## src/led_mode_regs.svh

```systemverilog
// offsets, field positions, reset values and timing counts of the mode and flag registers
`ifndef LED_MODE_REGS_SVH
`define LED_MODE_REGS_SVH

// ----------------------------------------
// register offsets
// ----------------------------------------
`define MODE_CONTROL_ADDR        8'h01
`define FAULT_EVENT_FLAGS_ADDR   8'h02
`define FLAG_IRQ_ENABLE_ADDR     8'h03

// ----------------------------------------
// mode_control fields
// ----------------------------------------
`define MC_IRQ_RELEASE_CFG       6
`define MC_ACTIVE_MODE_N_STANDBY 5
`define MC_DIM_MODE              4
`define MC_PUMP_GAIN_DOWN_INHIB  3
`define MC_SYNC_SINK_GROUP_ON    2
`define MC_AMBIENT_AUTO_LEVEL_ON 1
`define MC_BACKLIGHT_ON          0
`define MC_WIDTH                 7

// ----------------------------------------
// fault_event_flags / enable fields
// ----------------------------------------
`define FL_OUTPUT_SHORT          4
`define FL_OVERTEMP              3
`define FL_OUTPUT_OVERVOLT       2
`define FL_SECOND_LIGHT_CMP      1
`define FL_MAIN_LIGHT_CMP        0
`define FL_WIDTH                 5

// ----------------------------------------
// reset values
// ----------------------------------------
`define MODE_CONTROL_RESET       7'h00
`define FAULT_EVENT_FLAGS_RESET  5'h00
`define FLAG_IRQ_ENABLE_RESET    5'h00

// ----------------------------------------
// timing
// ----------------------------------------
`define CLOCK_PERIOD_NS          10
`define IRQ_RELEASE_TIME_US      50
`define RELEASE_CNT_WIDTH        13

// ----------------------------------------
// brightness levels
// ----------------------------------------
`define LEVEL_DAYLIGHT           2'h0
`define LEVEL_OFFICE             2'h1
`define LEVEL_DARK               2'h2

`endif

```

## src/led_mode_pkg.sv

```systemverilog
// types for the mode control and fault flag block
`include "led_mode_regs.svh"

package led_mode_pkg;

	typedef enum logic [2:0]
	{
		IRQ_IDLE = 3'h1,
		IRQ_LIVE = 3'h2,
		IRQ_GAP  = 3'h4
	} irq_state_type;

	typedef enum logic [2:0]
	{
		GAIN_1X   = 3'h1,
		GAIN_1P5X = 3'h2,
		GAIN_2X   = 3'h4
	} pump_gain_type;

	typedef struct packed
	{
		logic [4:0]                     pin_sync1;
		logic [4:0]                     pin_sync2;
		logic [1:0]                     cmp_prev;
		logic [2:0]                     cmp_primed;
		logic [`MC_WIDTH-1:0]           mode;
		logic [`FL_WIDTH-1:0]           flags;
		logic [`FL_WIDTH-1:0]           irq_en;
		logic [7:0]                     rdata;
		irq_state_type                  irq_state;
		logic [`RELEASE_CNT_WIDTH-1:0]  release_cnt;
		pump_gain_type                  gain;
		logic [1:0]                     level;
	} block_state_type;

endpackage

```

## src/led_driver_mode_and_fault_flags.sv

```systemverilog
// mode control, fault/event flags and host interrupt of the charge-pump led driver
//
// Notes on behaviour
// - irq release bit set: clearing with events pending drops irq 50 us, then reasserts.
// - irq release bit clear: irq stays asserted when clearing leaves events pending.
// - active-mode bit high runs the device; low is standby, serial port only.
// - dim timeout sets the dim bit; software may also set it.
// - dim operation only while backlight enable is also set.
// - gain-down inhibit: pump raises gain freely, lowers only once all leds off.
// - inhibit clear: pump gain steps up and down with the load.
// - sync sink bit switches all independent sinks on or off together.
// - sync sink bit ignored while any single sink enable bit is set.
// - auto ambient bit: level follows the enabled comparators, overriding the brightness field; with neither comparator enabled the field sets the level.
// - auto ambient clear: comparators ignored, brightness field sets the level.
// - backlight on only with enable bit and active mode both set.
// - output short or overload sets the short flag.
// - overtemperature detector sets the overtemp flag.
// - overvoltage detector sets the overvoltage flag.
// - second light comparator change sets its flag.
// - main light comparator change sets its flag.
// - a flag clears only when the host writes 1 to it.
// - writing 0 or reading a flag leaves it unchanged.
// - a flag drives the irq only when its enable is set; it sets anyway.
`timescale 1ns/1ps
`default_nettype none
`include "led_mode_regs.svh"

module led_driver_mode_and_fault_flags
#(
	parameter int unsigned RELEASE_CYCLES = (`IRQ_RELEASE_TIME_US * 1000) / `CLOCK_PERIOD_NS
)
(
	input  wire logic       clock,                   // 100 mhz system clock
	input  wire logic       rst_b,                   // async reset, active low
	input  wire logic [7:0] reg_addr,                // register index from serial engine
	input  wire logic       reg_wr,                  // one-cycle write strobe
	input  wire logic       reg_rd,                  // one-cycle read strobe
	input  wire logic [7:0] reg_wdata,               // write data
	output logic      [7:0] reg_rdata,               // read data, valid cycle after reg_rd
	input  wire logic       output_short_detect,     // analog short/overload detector pin
	input  wire logic       overtemp_detect,         // analog overtemperature detector pin
	input  wire logic       overvolt_detect,         // analog overvoltage detector pin
	input  wire logic       main_light_cmp_out,      // main ambient comparator pin
	input  wire logic       second_light_cmp_out,    // second ambient comparator pin
	input  wire logic       dim_timeout,             // one-cycle pulse, dim timer expired
	input  wire logic [6:0] single_sink_on,          // single sink enables of sink register
	input  wire logic       office_level_cmp_out,    // office level comparator result
	input  wire logic       dark_level_cmp_out,      // dark level comparator result
	input  wire logic       office_level_cmp_on,     // office comparator enabled
	input  wire logic       dark_level_cmp_on,       // dark comparator enabled
	input  wire logic [1:0] brightness_level_field,  // software level from config register
	input  wire logic       pump_need_up,            // load needs more headroom
	input  wire logic       pump_need_down,          // load would run at a lower gain
	input  wire logic       leds_all_off,            // every led output is off
	output logic            irq_n,                   // host interrupt, active low
	output logic            device_active,           // analog core running
	output logic            backlight_active,        // backlight driven
	output logic            backlight_dim,           // backlight at dim current
	output logic            sync_sinks_on,           // independent sink group on
	output logic      [1:0] backlight_level,         // level in use
	output logic      [2:0] pump_gain                // one-hot 1x / 1.5x / 2x
);

	// ----------------------------------------
	// state
	// ----------------------------------------
	led_mode_pkg::block_state_type state_reg;
	led_mode_pkg::block_state_type state_next;

	logic [`FL_WIDTH-1:0] flag_events;
	logic [`FL_WIDTH-1:0] flag_clear;
	logic [`FL_WIDTH-1:0] flags_after;
	logic                 pending_now;
	logic                 pending_after;
	logic                 clear_attempt;
	logic                 wr_mode;
	logic                 wr_flags;
	logic                 wr_en;
	logic                 auto_level_live;

	// ----------------------------------------
	// combinational decode
	// ----------------------------------------
	always_comb
	begin
		wr_mode  = reg_wr && (reg_addr == `MODE_CONTROL_ADDR);
		wr_flags = reg_wr && (reg_addr == `FAULT_EVENT_FLAGS_ADDR);
		wr_en    = reg_wr && (reg_addr == `FLAG_IRQ_ENABLE_ADDR);

		// ----------------------------------------
		// flag events from the synchronised pins
		// ----------------------------------------
		// only the second sync stage and its delayed copy feed edge detection
		flag_events = '0;
		flag_events[`FL_OUTPUT_SHORT]     = state_reg.pin_sync2[4];
		flag_events[`FL_OVERTEMP]         = state_reg.pin_sync2[3];
		flag_events[`FL_OUTPUT_OVERVOLT]  = state_reg.pin_sync2[2];
		flag_events[`FL_SECOND_LIGHT_CMP] = state_reg.cmp_primed[2] &&
			(state_reg.pin_sync2[1] != state_reg.cmp_prev[1]);
		flag_events[`FL_MAIN_LIGHT_CMP]   = state_reg.cmp_primed[2] &&
			(state_reg.pin_sync2[0] != state_reg.cmp_prev[0]);

		flag_clear  = wr_flags ? reg_wdata[`FL_WIDTH-1:0] : '0;
		// a new event in the clearing cycle wins over the clear
		flags_after = (state_reg.flags & ~flag_clear) | flag_events;

		pending_now   = |(state_reg.flags & state_reg.irq_en);
		pending_after = |(flags_after & state_reg.irq_en);
		clear_attempt = |(flag_clear & state_reg.flags & state_reg.irq_en);

		// ----------------------------------------
		// backlight level source
		// ----------------------------------------
		auto_level_live = state_reg.mode[`MC_AMBIENT_AUTO_LEVEL_ON] &&
			(office_level_cmp_on || dark_level_cmp_on);
	end

	// ----------------------------------------
	// next state
	// ----------------------------------------
	always_comb
	begin
		state_next = state_reg;

		// ----------------------------------------
		// input synchronisers
		// ----------------------------------------
		state_next.pin_sync1  = {output_short_detect, overtemp_detect, overvolt_detect,
			second_light_cmp_out, main_light_cmp_out};
		state_next.pin_sync2  = state_reg.pin_sync1;
		state_next.cmp_prev   = state_reg.pin_sync2[1:0];
		// edges count only once sync2 and its copy both hold real pin samples,
		// so a comparator already high at reset raises no false flag
		state_next.cmp_primed = {state_reg.cmp_primed[1:0], 1'b1};

		// ----------------------------------------
		// writable registers
		// ----------------------------------------
		// mode register; dim timeout set wins over a software write of zero
		if (wr_mode)
		begin
			state_next.mode = reg_wdata[`MC_WIDTH-1:0];
		end
		if (dim_timeout)
		begin
			state_next.mode[`MC_DIM_MODE] = 1'b1;
		end

		state_next.flags = flags_after;
		if (wr_en)
		begin
			state_next.irq_en = reg_wdata[`FL_WIDTH-1:0];
		end

		// ----------------------------------------
		// read path
		// ----------------------------------------
		if (reg_rd)
		begin
			case (reg_addr)
				`MODE_CONTROL_ADDR:      state_next.rdata = {1'b0, state_reg.mode};
				`FAULT_EVENT_FLAGS_ADDR: state_next.rdata = {3'h0, state_reg.flags};
				`FLAG_IRQ_ENABLE_ADDR:   state_next.rdata = {3'h0, state_reg.irq_en};
				default:                 state_next.rdata = 8'h00;
			endcase
		end

		// ----------------------------------------
		// interrupt sequencer
		// ----------------------------------------
		case (state_reg.irq_state)
			led_mode_pkg::IRQ_IDLE:
			begin
				if (pending_after)
				begin
					state_next.irq_state = led_mode_pkg::IRQ_LIVE;
				end
			end
			led_mode_pkg::IRQ_LIVE:
			begin
				if (!pending_after)
				begin
					state_next.irq_state = led_mode_pkg::IRQ_IDLE;
				end
				else if (clear_attempt && state_reg.mode[`MC_IRQ_RELEASE_CFG])
				begin
					state_next.irq_state   = led_mode_pkg::IRQ_GAP;
					state_next.release_cnt = `RELEASE_CNT_WIDTH'(RELEASE_CYCLES - 1);
				end
				// with the release bit clear the line simply stays low
			end
			// clears landing in the gap neither shorten nor restart it
			led_mode_pkg::IRQ_GAP:
			begin
				if (state_reg.release_cnt == '0)
				begin
					state_next.irq_state = pending_after ? led_mode_pkg::IRQ_LIVE
						: led_mode_pkg::IRQ_IDLE;
				end
				else
				begin
					state_next.release_cnt = state_reg.release_cnt - 1'b1;
				end
			end
			default:
			begin
				state_next.irq_state = led_mode_pkg::IRQ_IDLE;
			end
		endcase

		// ----------------------------------------
		// charge pump gain
		// ----------------------------------------
		// charge pump gain; held at 1x in standby
		if (!state_reg.mode[`MC_ACTIVE_MODE_N_STANDBY])
		begin
			state_next.gain = led_mode_pkg::GAIN_1X;
		end
		else
		begin
			case (state_reg.gain)
				led_mode_pkg::GAIN_1X:
				begin
					if (pump_need_up)
					begin
						state_next.gain = led_mode_pkg::GAIN_1P5X;
					end
				end
				led_mode_pkg::GAIN_1P5X:
				begin
					if (pump_need_up)
					begin
						state_next.gain = led_mode_pkg::GAIN_2X;
					end
					else if (state_reg.mode[`MC_PUMP_GAIN_DOWN_INHIB])
					begin
						if (leds_all_off)
						begin
							state_next.gain = led_mode_pkg::GAIN_1X;
						end
					end
					else if (pump_need_down)
					begin
						state_next.gain = led_mode_pkg::GAIN_1X;
					end
				end
				led_mode_pkg::GAIN_2X:
				begin
					if (state_reg.mode[`MC_PUMP_GAIN_DOWN_INHIB])
					begin
						if (leds_all_off)
						begin
							state_next.gain = led_mode_pkg::GAIN_1X;
						end
					end
					else if (pump_need_down)
					begin
						state_next.gain = led_mode_pkg::GAIN_1P5X;
					end
				end
				default:
				begin
					state_next.gain = led_mode_pkg::GAIN_1X;
				end
			endcase
		end

		// ----------------------------------------
		// backlight level
		// ----------------------------------------
		// registered, so the level lags a comparator change by one clock
		if (auto_level_live)
		begin
			if (dark_level_cmp_on && dark_level_cmp_out)
			begin
				state_next.level = `LEVEL_DARK;
			end
			else if (office_level_cmp_on && office_level_cmp_out)
			begin
				state_next.level = `LEVEL_OFFICE;
			end
			else
			begin
				state_next.level = `LEVEL_DAYLIGHT;
			end
		end
		else
		begin
			state_next.level = brightness_level_field;
		end
	end

	// ----------------------------------------
	// registers
	// ----------------------------------------
	always_ff @(posedge clock or negedge rst_b)
	begin
		if (!rst_b)
		begin
			state_reg.pin_sync1   <= '0;
			state_reg.pin_sync2   <= '0;
			state_reg.cmp_prev    <= '0;
			state_reg.cmp_primed  <= '0;
			state_reg.level       <= `LEVEL_DAYLIGHT;
			state_reg.mode        <= `MODE_CONTROL_RESET;
			state_reg.flags       <= `FAULT_EVENT_FLAGS_RESET;
			state_reg.irq_en      <= `FLAG_IRQ_ENABLE_RESET;
			state_reg.rdata       <= 8'h00;
			state_reg.irq_state   <= led_mode_pkg::IRQ_IDLE;
			state_reg.release_cnt <= '0;
			state_reg.gain        <= led_mode_pkg::GAIN_1X;
		end
		else
		begin
			state_reg <= state_next;
		end
	end

	// ----------------------------------------
	// outputs
	// ----------------------------------------
	always_comb
	begin
		reg_rdata = state_reg.rdata;
		// ----------------------------------------
		// interrupt line and mode outputs
		// ----------------------------------------
		// release gap masks the line even while events stay pending
		irq_n = !(pending_now && (state_reg.irq_state == led_mode_pkg::IRQ_LIVE));
		device_active    = state_reg.mode[`MC_ACTIVE_MODE_N_STANDBY];
		backlight_active = state_reg.mode[`MC_BACKLIGHT_ON] &&
			state_reg.mode[`MC_ACTIVE_MODE_N_STANDBY];
		backlight_dim    = backlight_active && state_reg.mode[`MC_DIM_MODE];
		// any single sink enable takes the group bit out of play
		sync_sinks_on    = device_active && (single_sink_on == 7'h00) &&
			state_reg.mode[`MC_SYNC_SINK_GROUP_ON];
		backlight_level  = state_reg.level;
		pump_gain = state_reg.gain;
	end

endmodule
`default_nettype wire

```

## config.mk

```make
export PLATFORM = sky130hd
export DESIGN_NAME = led_driver_mode_and_fault_flags
export DESIGN_NICKNAME = d
export VERILOG_FILES = /design/src/led_mode_pkg.sv /design/src/led_driver_mode_and_fault_flags.sv
export VERILOG_INCLUDE_DIRS = /design/src
export SDC_FILE = /design/constraint.sdc
export NUM_CORES = 1
export LEC_CHECK = 0
export ABC_AREA = 1
export ABC_CLOCK_PERIOD_IN_PS = 2400
export CAP_MARGIN = 20
export CORE_ASPECT_RATIO = 1.2
export CORE_UTILIZATION = 48
export DETAILED_ROUTE_END_ITERATION = 16
export DONT_BUFFER_PORTS = 1
export GPL_TIMING_DRIVEN = 0
export PLACE_DENSITY = 0.73
export SETUP_SLACK_MARGIN = 0.15
export SYNTH_ARGS = -nofsm -noshare
export SYNTH_HDL_FRONTEND = slang
export SYNTH_SLANG_ARGS = --single-unit
export TNS_END_PERCENT = 30
```

## constraint.sdc

```tcl
create_clock -name clock -period 2.4 [get_ports clock]
set_clock_uncertainty 0.15 [all_clocks]
set_input_delay 0.36 -clock clock [delete_from_list [all_inputs] [get_ports clock]]
set_output_delay 0.36 -clock clock [all_outputs]
set_load 0.02 [all_outputs]
```

==> impl_metrics.tcl <==
set metrics [dict create \
    outcome "finished clean" \
    dr.pass1.iters 4 \
    dp_cells 454 \
    fp.dieH_um 90.0 \
    cts_htree_levels 3 \
    drc_errors 0 \
    setup_tns_ps 0 \
    max-cap-violations 0 \
    drive_gt1_share_pct 20.9 \
    pwr-share-comb_pct 28.6 \
    cp_max_fo 5 \
    end_kind "flip-flop" \
    die_x_um 75.3 \
    start_kind "flip-flop" \
    setup.worst_path.start "state_reg[6]" \
    port_buffers 0 \
    hp-class "input pin to flip-flop" \
    rows 31 \
    yosysUniqueCellTypes 43 \
    swShare_pct 33.9 \
    hold_viol 0 \
    holdWs_ps 13.8 \
    routedWlPerCell_um 13.7 \
    antenna_found_initial 0 \
    globalplace.congestion 0.806 \
    wirelength_um 6760 \
    n_antenna_cell 0 \
    ys_seq_area_share_pct 48.5 \
    multi_input_area_sq_um 1300 \
    reg2reg_setup_slack_ps 100 \
    drv_slew 0 \
    setup.worst_path.end "state_reg[11]" \
    p_per_area_nw_per_um2 827 \
    rr_startpoint "state_reg[6]" \
    setup_slack_ps 101 \
    root_buffer "clkbuf_8" \
    setup_violations 0 \
    place_hpwl_um 4490 \
    intPower_uw 2010 \
    vdd_drop_max_uv 533 \
    preCtsSetupSlack_ps 67.1 \
    grt-ovfl-total 0 \
    grt_pass1_wl_um 10700 \
    dpl_cell_area_sq_um 3200 \
    cts_tree "built" \
    switchingPower_uw 1030 \
    grt_max_degree 61 \
    postSynthAreaPerCell_sq_um 8.33 \
    min_from "pump_need_up" \
    synth_warnings 0 \
    path_cells "inv_1, ha_2, nand2_2, or2_4, nor2_4, nand2_2, nor2_2, nor2_2, or2_1, buf_6, nand3_4, clkbuf_16, nand2_1, nand2_1" \
    clkLatencyLatePin_ps 340 \
    design.portCount 60 \
    pwr-share-seq_pct 42.0 \
    synthesis.area_sq_um 3100 \
    rsz0062_at_grt "true" \
    ant_nets 0 \
    p_leak_uw 0.00177 \
    largest_reg_flops 35 \
    cp.required_ps 2530 \
    fin_area_sq_um 3680 \
    r2r-end "state_reg[11]" \
    min_period_over_period_pct 95.8 \
    viasPerCell 5.17 \
    n_fill_cell 554 \
    layout_common_cells "86 x nand2_1, 58 x dfrtp_1, 42 x inv_1, 30 x nor2_1, 25 x buf_4" \
    crit_arrival_ps 2430 \
    dieArea_sq_um 6780 \
    syn2layout_area_growth_pct 18.9 \
    crit_type "flip-flop to flip-flop" \
    start_util_pct 50.6 \
    crit_path_top_delay_cell "dfrtp_1" \
    min_period_ps 2300 \
    max_stage_delay_ps 400 \
    final_common_cell "nand2_1" \
    seq_area_sq_um 1500 \
    clock_power_share_pct 29.4 \
    fin_cells 494 \
    syn-instance-count 372 \
    drt_iter0_markers 202 \
    vias 2554 \
    layout.nets 450 \
    core_area_sq_um 6130 \
    synth_nets 415 \
    grt_pass1_vias 2457 \
    ys_seq_elements 60 \
    clkSinkCount 60 \
    worstMarginPinSlew_ps 696 \
    clockBufferDepth 2 \
    numCtsBuffers 9 \
    r2r.worst_path.cells 14 \
    max_slew_margin_pct 53.1 \
    max_freq_mhz 435 \
    clk_pin_slew_ps 70 \
    grt_usage_pct 20.5 \
]
[cell families (layout without fill, tap and decap cells)]
logic type               after synthesis  in the layout  share of synthesized area [%]
AO/OA/AOI/OAI                         41             41                           7.63
flip-flops                            60             60                           48.5
other                                  2              2                          0.242
multiplexers                           5              5                           1.82
AND/OR/NAND/NOR                      194            194                           29.7
XOR/XNOR                               4              4                           1.13
adder cells (fa/ha/maj)                1              1                          0.404
buffers and inverters                 65            105                           10.5
[Yosys cell counts, drive strengths merged]
cell	number	area [sq um]
nor4	3	18.8
clkbuf	2	11.3
a21oi	4	20.0
or4	1	7.51
o211ai	4	30.0
dfstp	2	52.6
inv	43	161
xnor2	1	8.76
ha	1	12.5
xor2	3	26.3
dfrtp	58	1450
buf	20	154
o21ai	24	120
o21bai	1	7.51
o22ai	4	25.0
or3	1	6.26
nor2	37	166
nor3	9	56.3
nand2	98	388
o221ai	1	8.76
mux2	5	56.3
a22oi	1	7.51
or2	4	27.5
nand4	19	119
a32o	1	10.0
nand3	21	123
conb	2	7.51
nand3b	1	7.51
o21a	1	7.51
[per-layer routing]
layer | global-route usage (%) | wire [um]
met1 | 24.6 | 2810
met2 | 34.9 | 3530
met3 | 4.37 | 306
met4 | 8.33 | 106
met5 | 0 | 0
[metrics by stage]
stage,utilization [%],power (uW)
2_1_floorplan,-,1840
3_3_place_gp,52.2,1930
3_5_place_dp,52.2,1970
4_1_cts,58.1,2950
5_1_grt,60.1,3220
6_report,60.1,3050
[area by class of cell]
type | instances | share of cell area, %
inverters | 43 | 4.38
clock buffers | 9 | 3.36
clock inverters | 7 | 2.04
multi-input cells | 247 | 35.3
repair buffers | 24 | 6.59
plain buffers | 22 | 4.66
well taps | 82 | 2.79
flip-flops and latches | 60 | 40.8
[power by group through the flow]
| stage | clock network [uW] | logic, uW | registers (uW) |
|---|---|---|---|
| after floorplan | 0 | 581 | 1260 |
| after CTS | 920 | 760 | 1270 |
| final | 895 | 871 | 1280 |
| after global placement | 0 | 655 | 1280 |
| after detailed placement | 0 | 686 | 1280 |
| after global routing | 963 | 964 | 1290 |
[worst min-delay path by stage]
stage | end | cells past startpoint
3_5_place_dp | state_next[50] | 0
4_1_cts | pump_gain[2] | 2
5_1_grt | pump_gain[2] | 2
6_report | pump_gain[2] | 2
2_1_floorplan | backlight_level[0] | 0
3_3_place_gp | state_next[52] | 0
[timing repair]
action / in CTS / in global routing
endpoints found under the setup margin: 13 / 15
resized for setup: 5 / 9
hold endpoints to repair: 69 / 0
cloned: 0 / 1
hold buffers: 11 / 0
setup buffers: 2 / 10
pin swaps: 2 / 12
[worst max-delay path, delay by kind of cell (launching register included)]
kind                     cells  cell delay [ps]
AND/OR/NAND/NOR             10             1140
flip-flops                   1              400
buffers and inverters        3              380
adder cells (fa/ha/maj)      1              180
No activity file was read; power rests on OpenSTA's default activity.
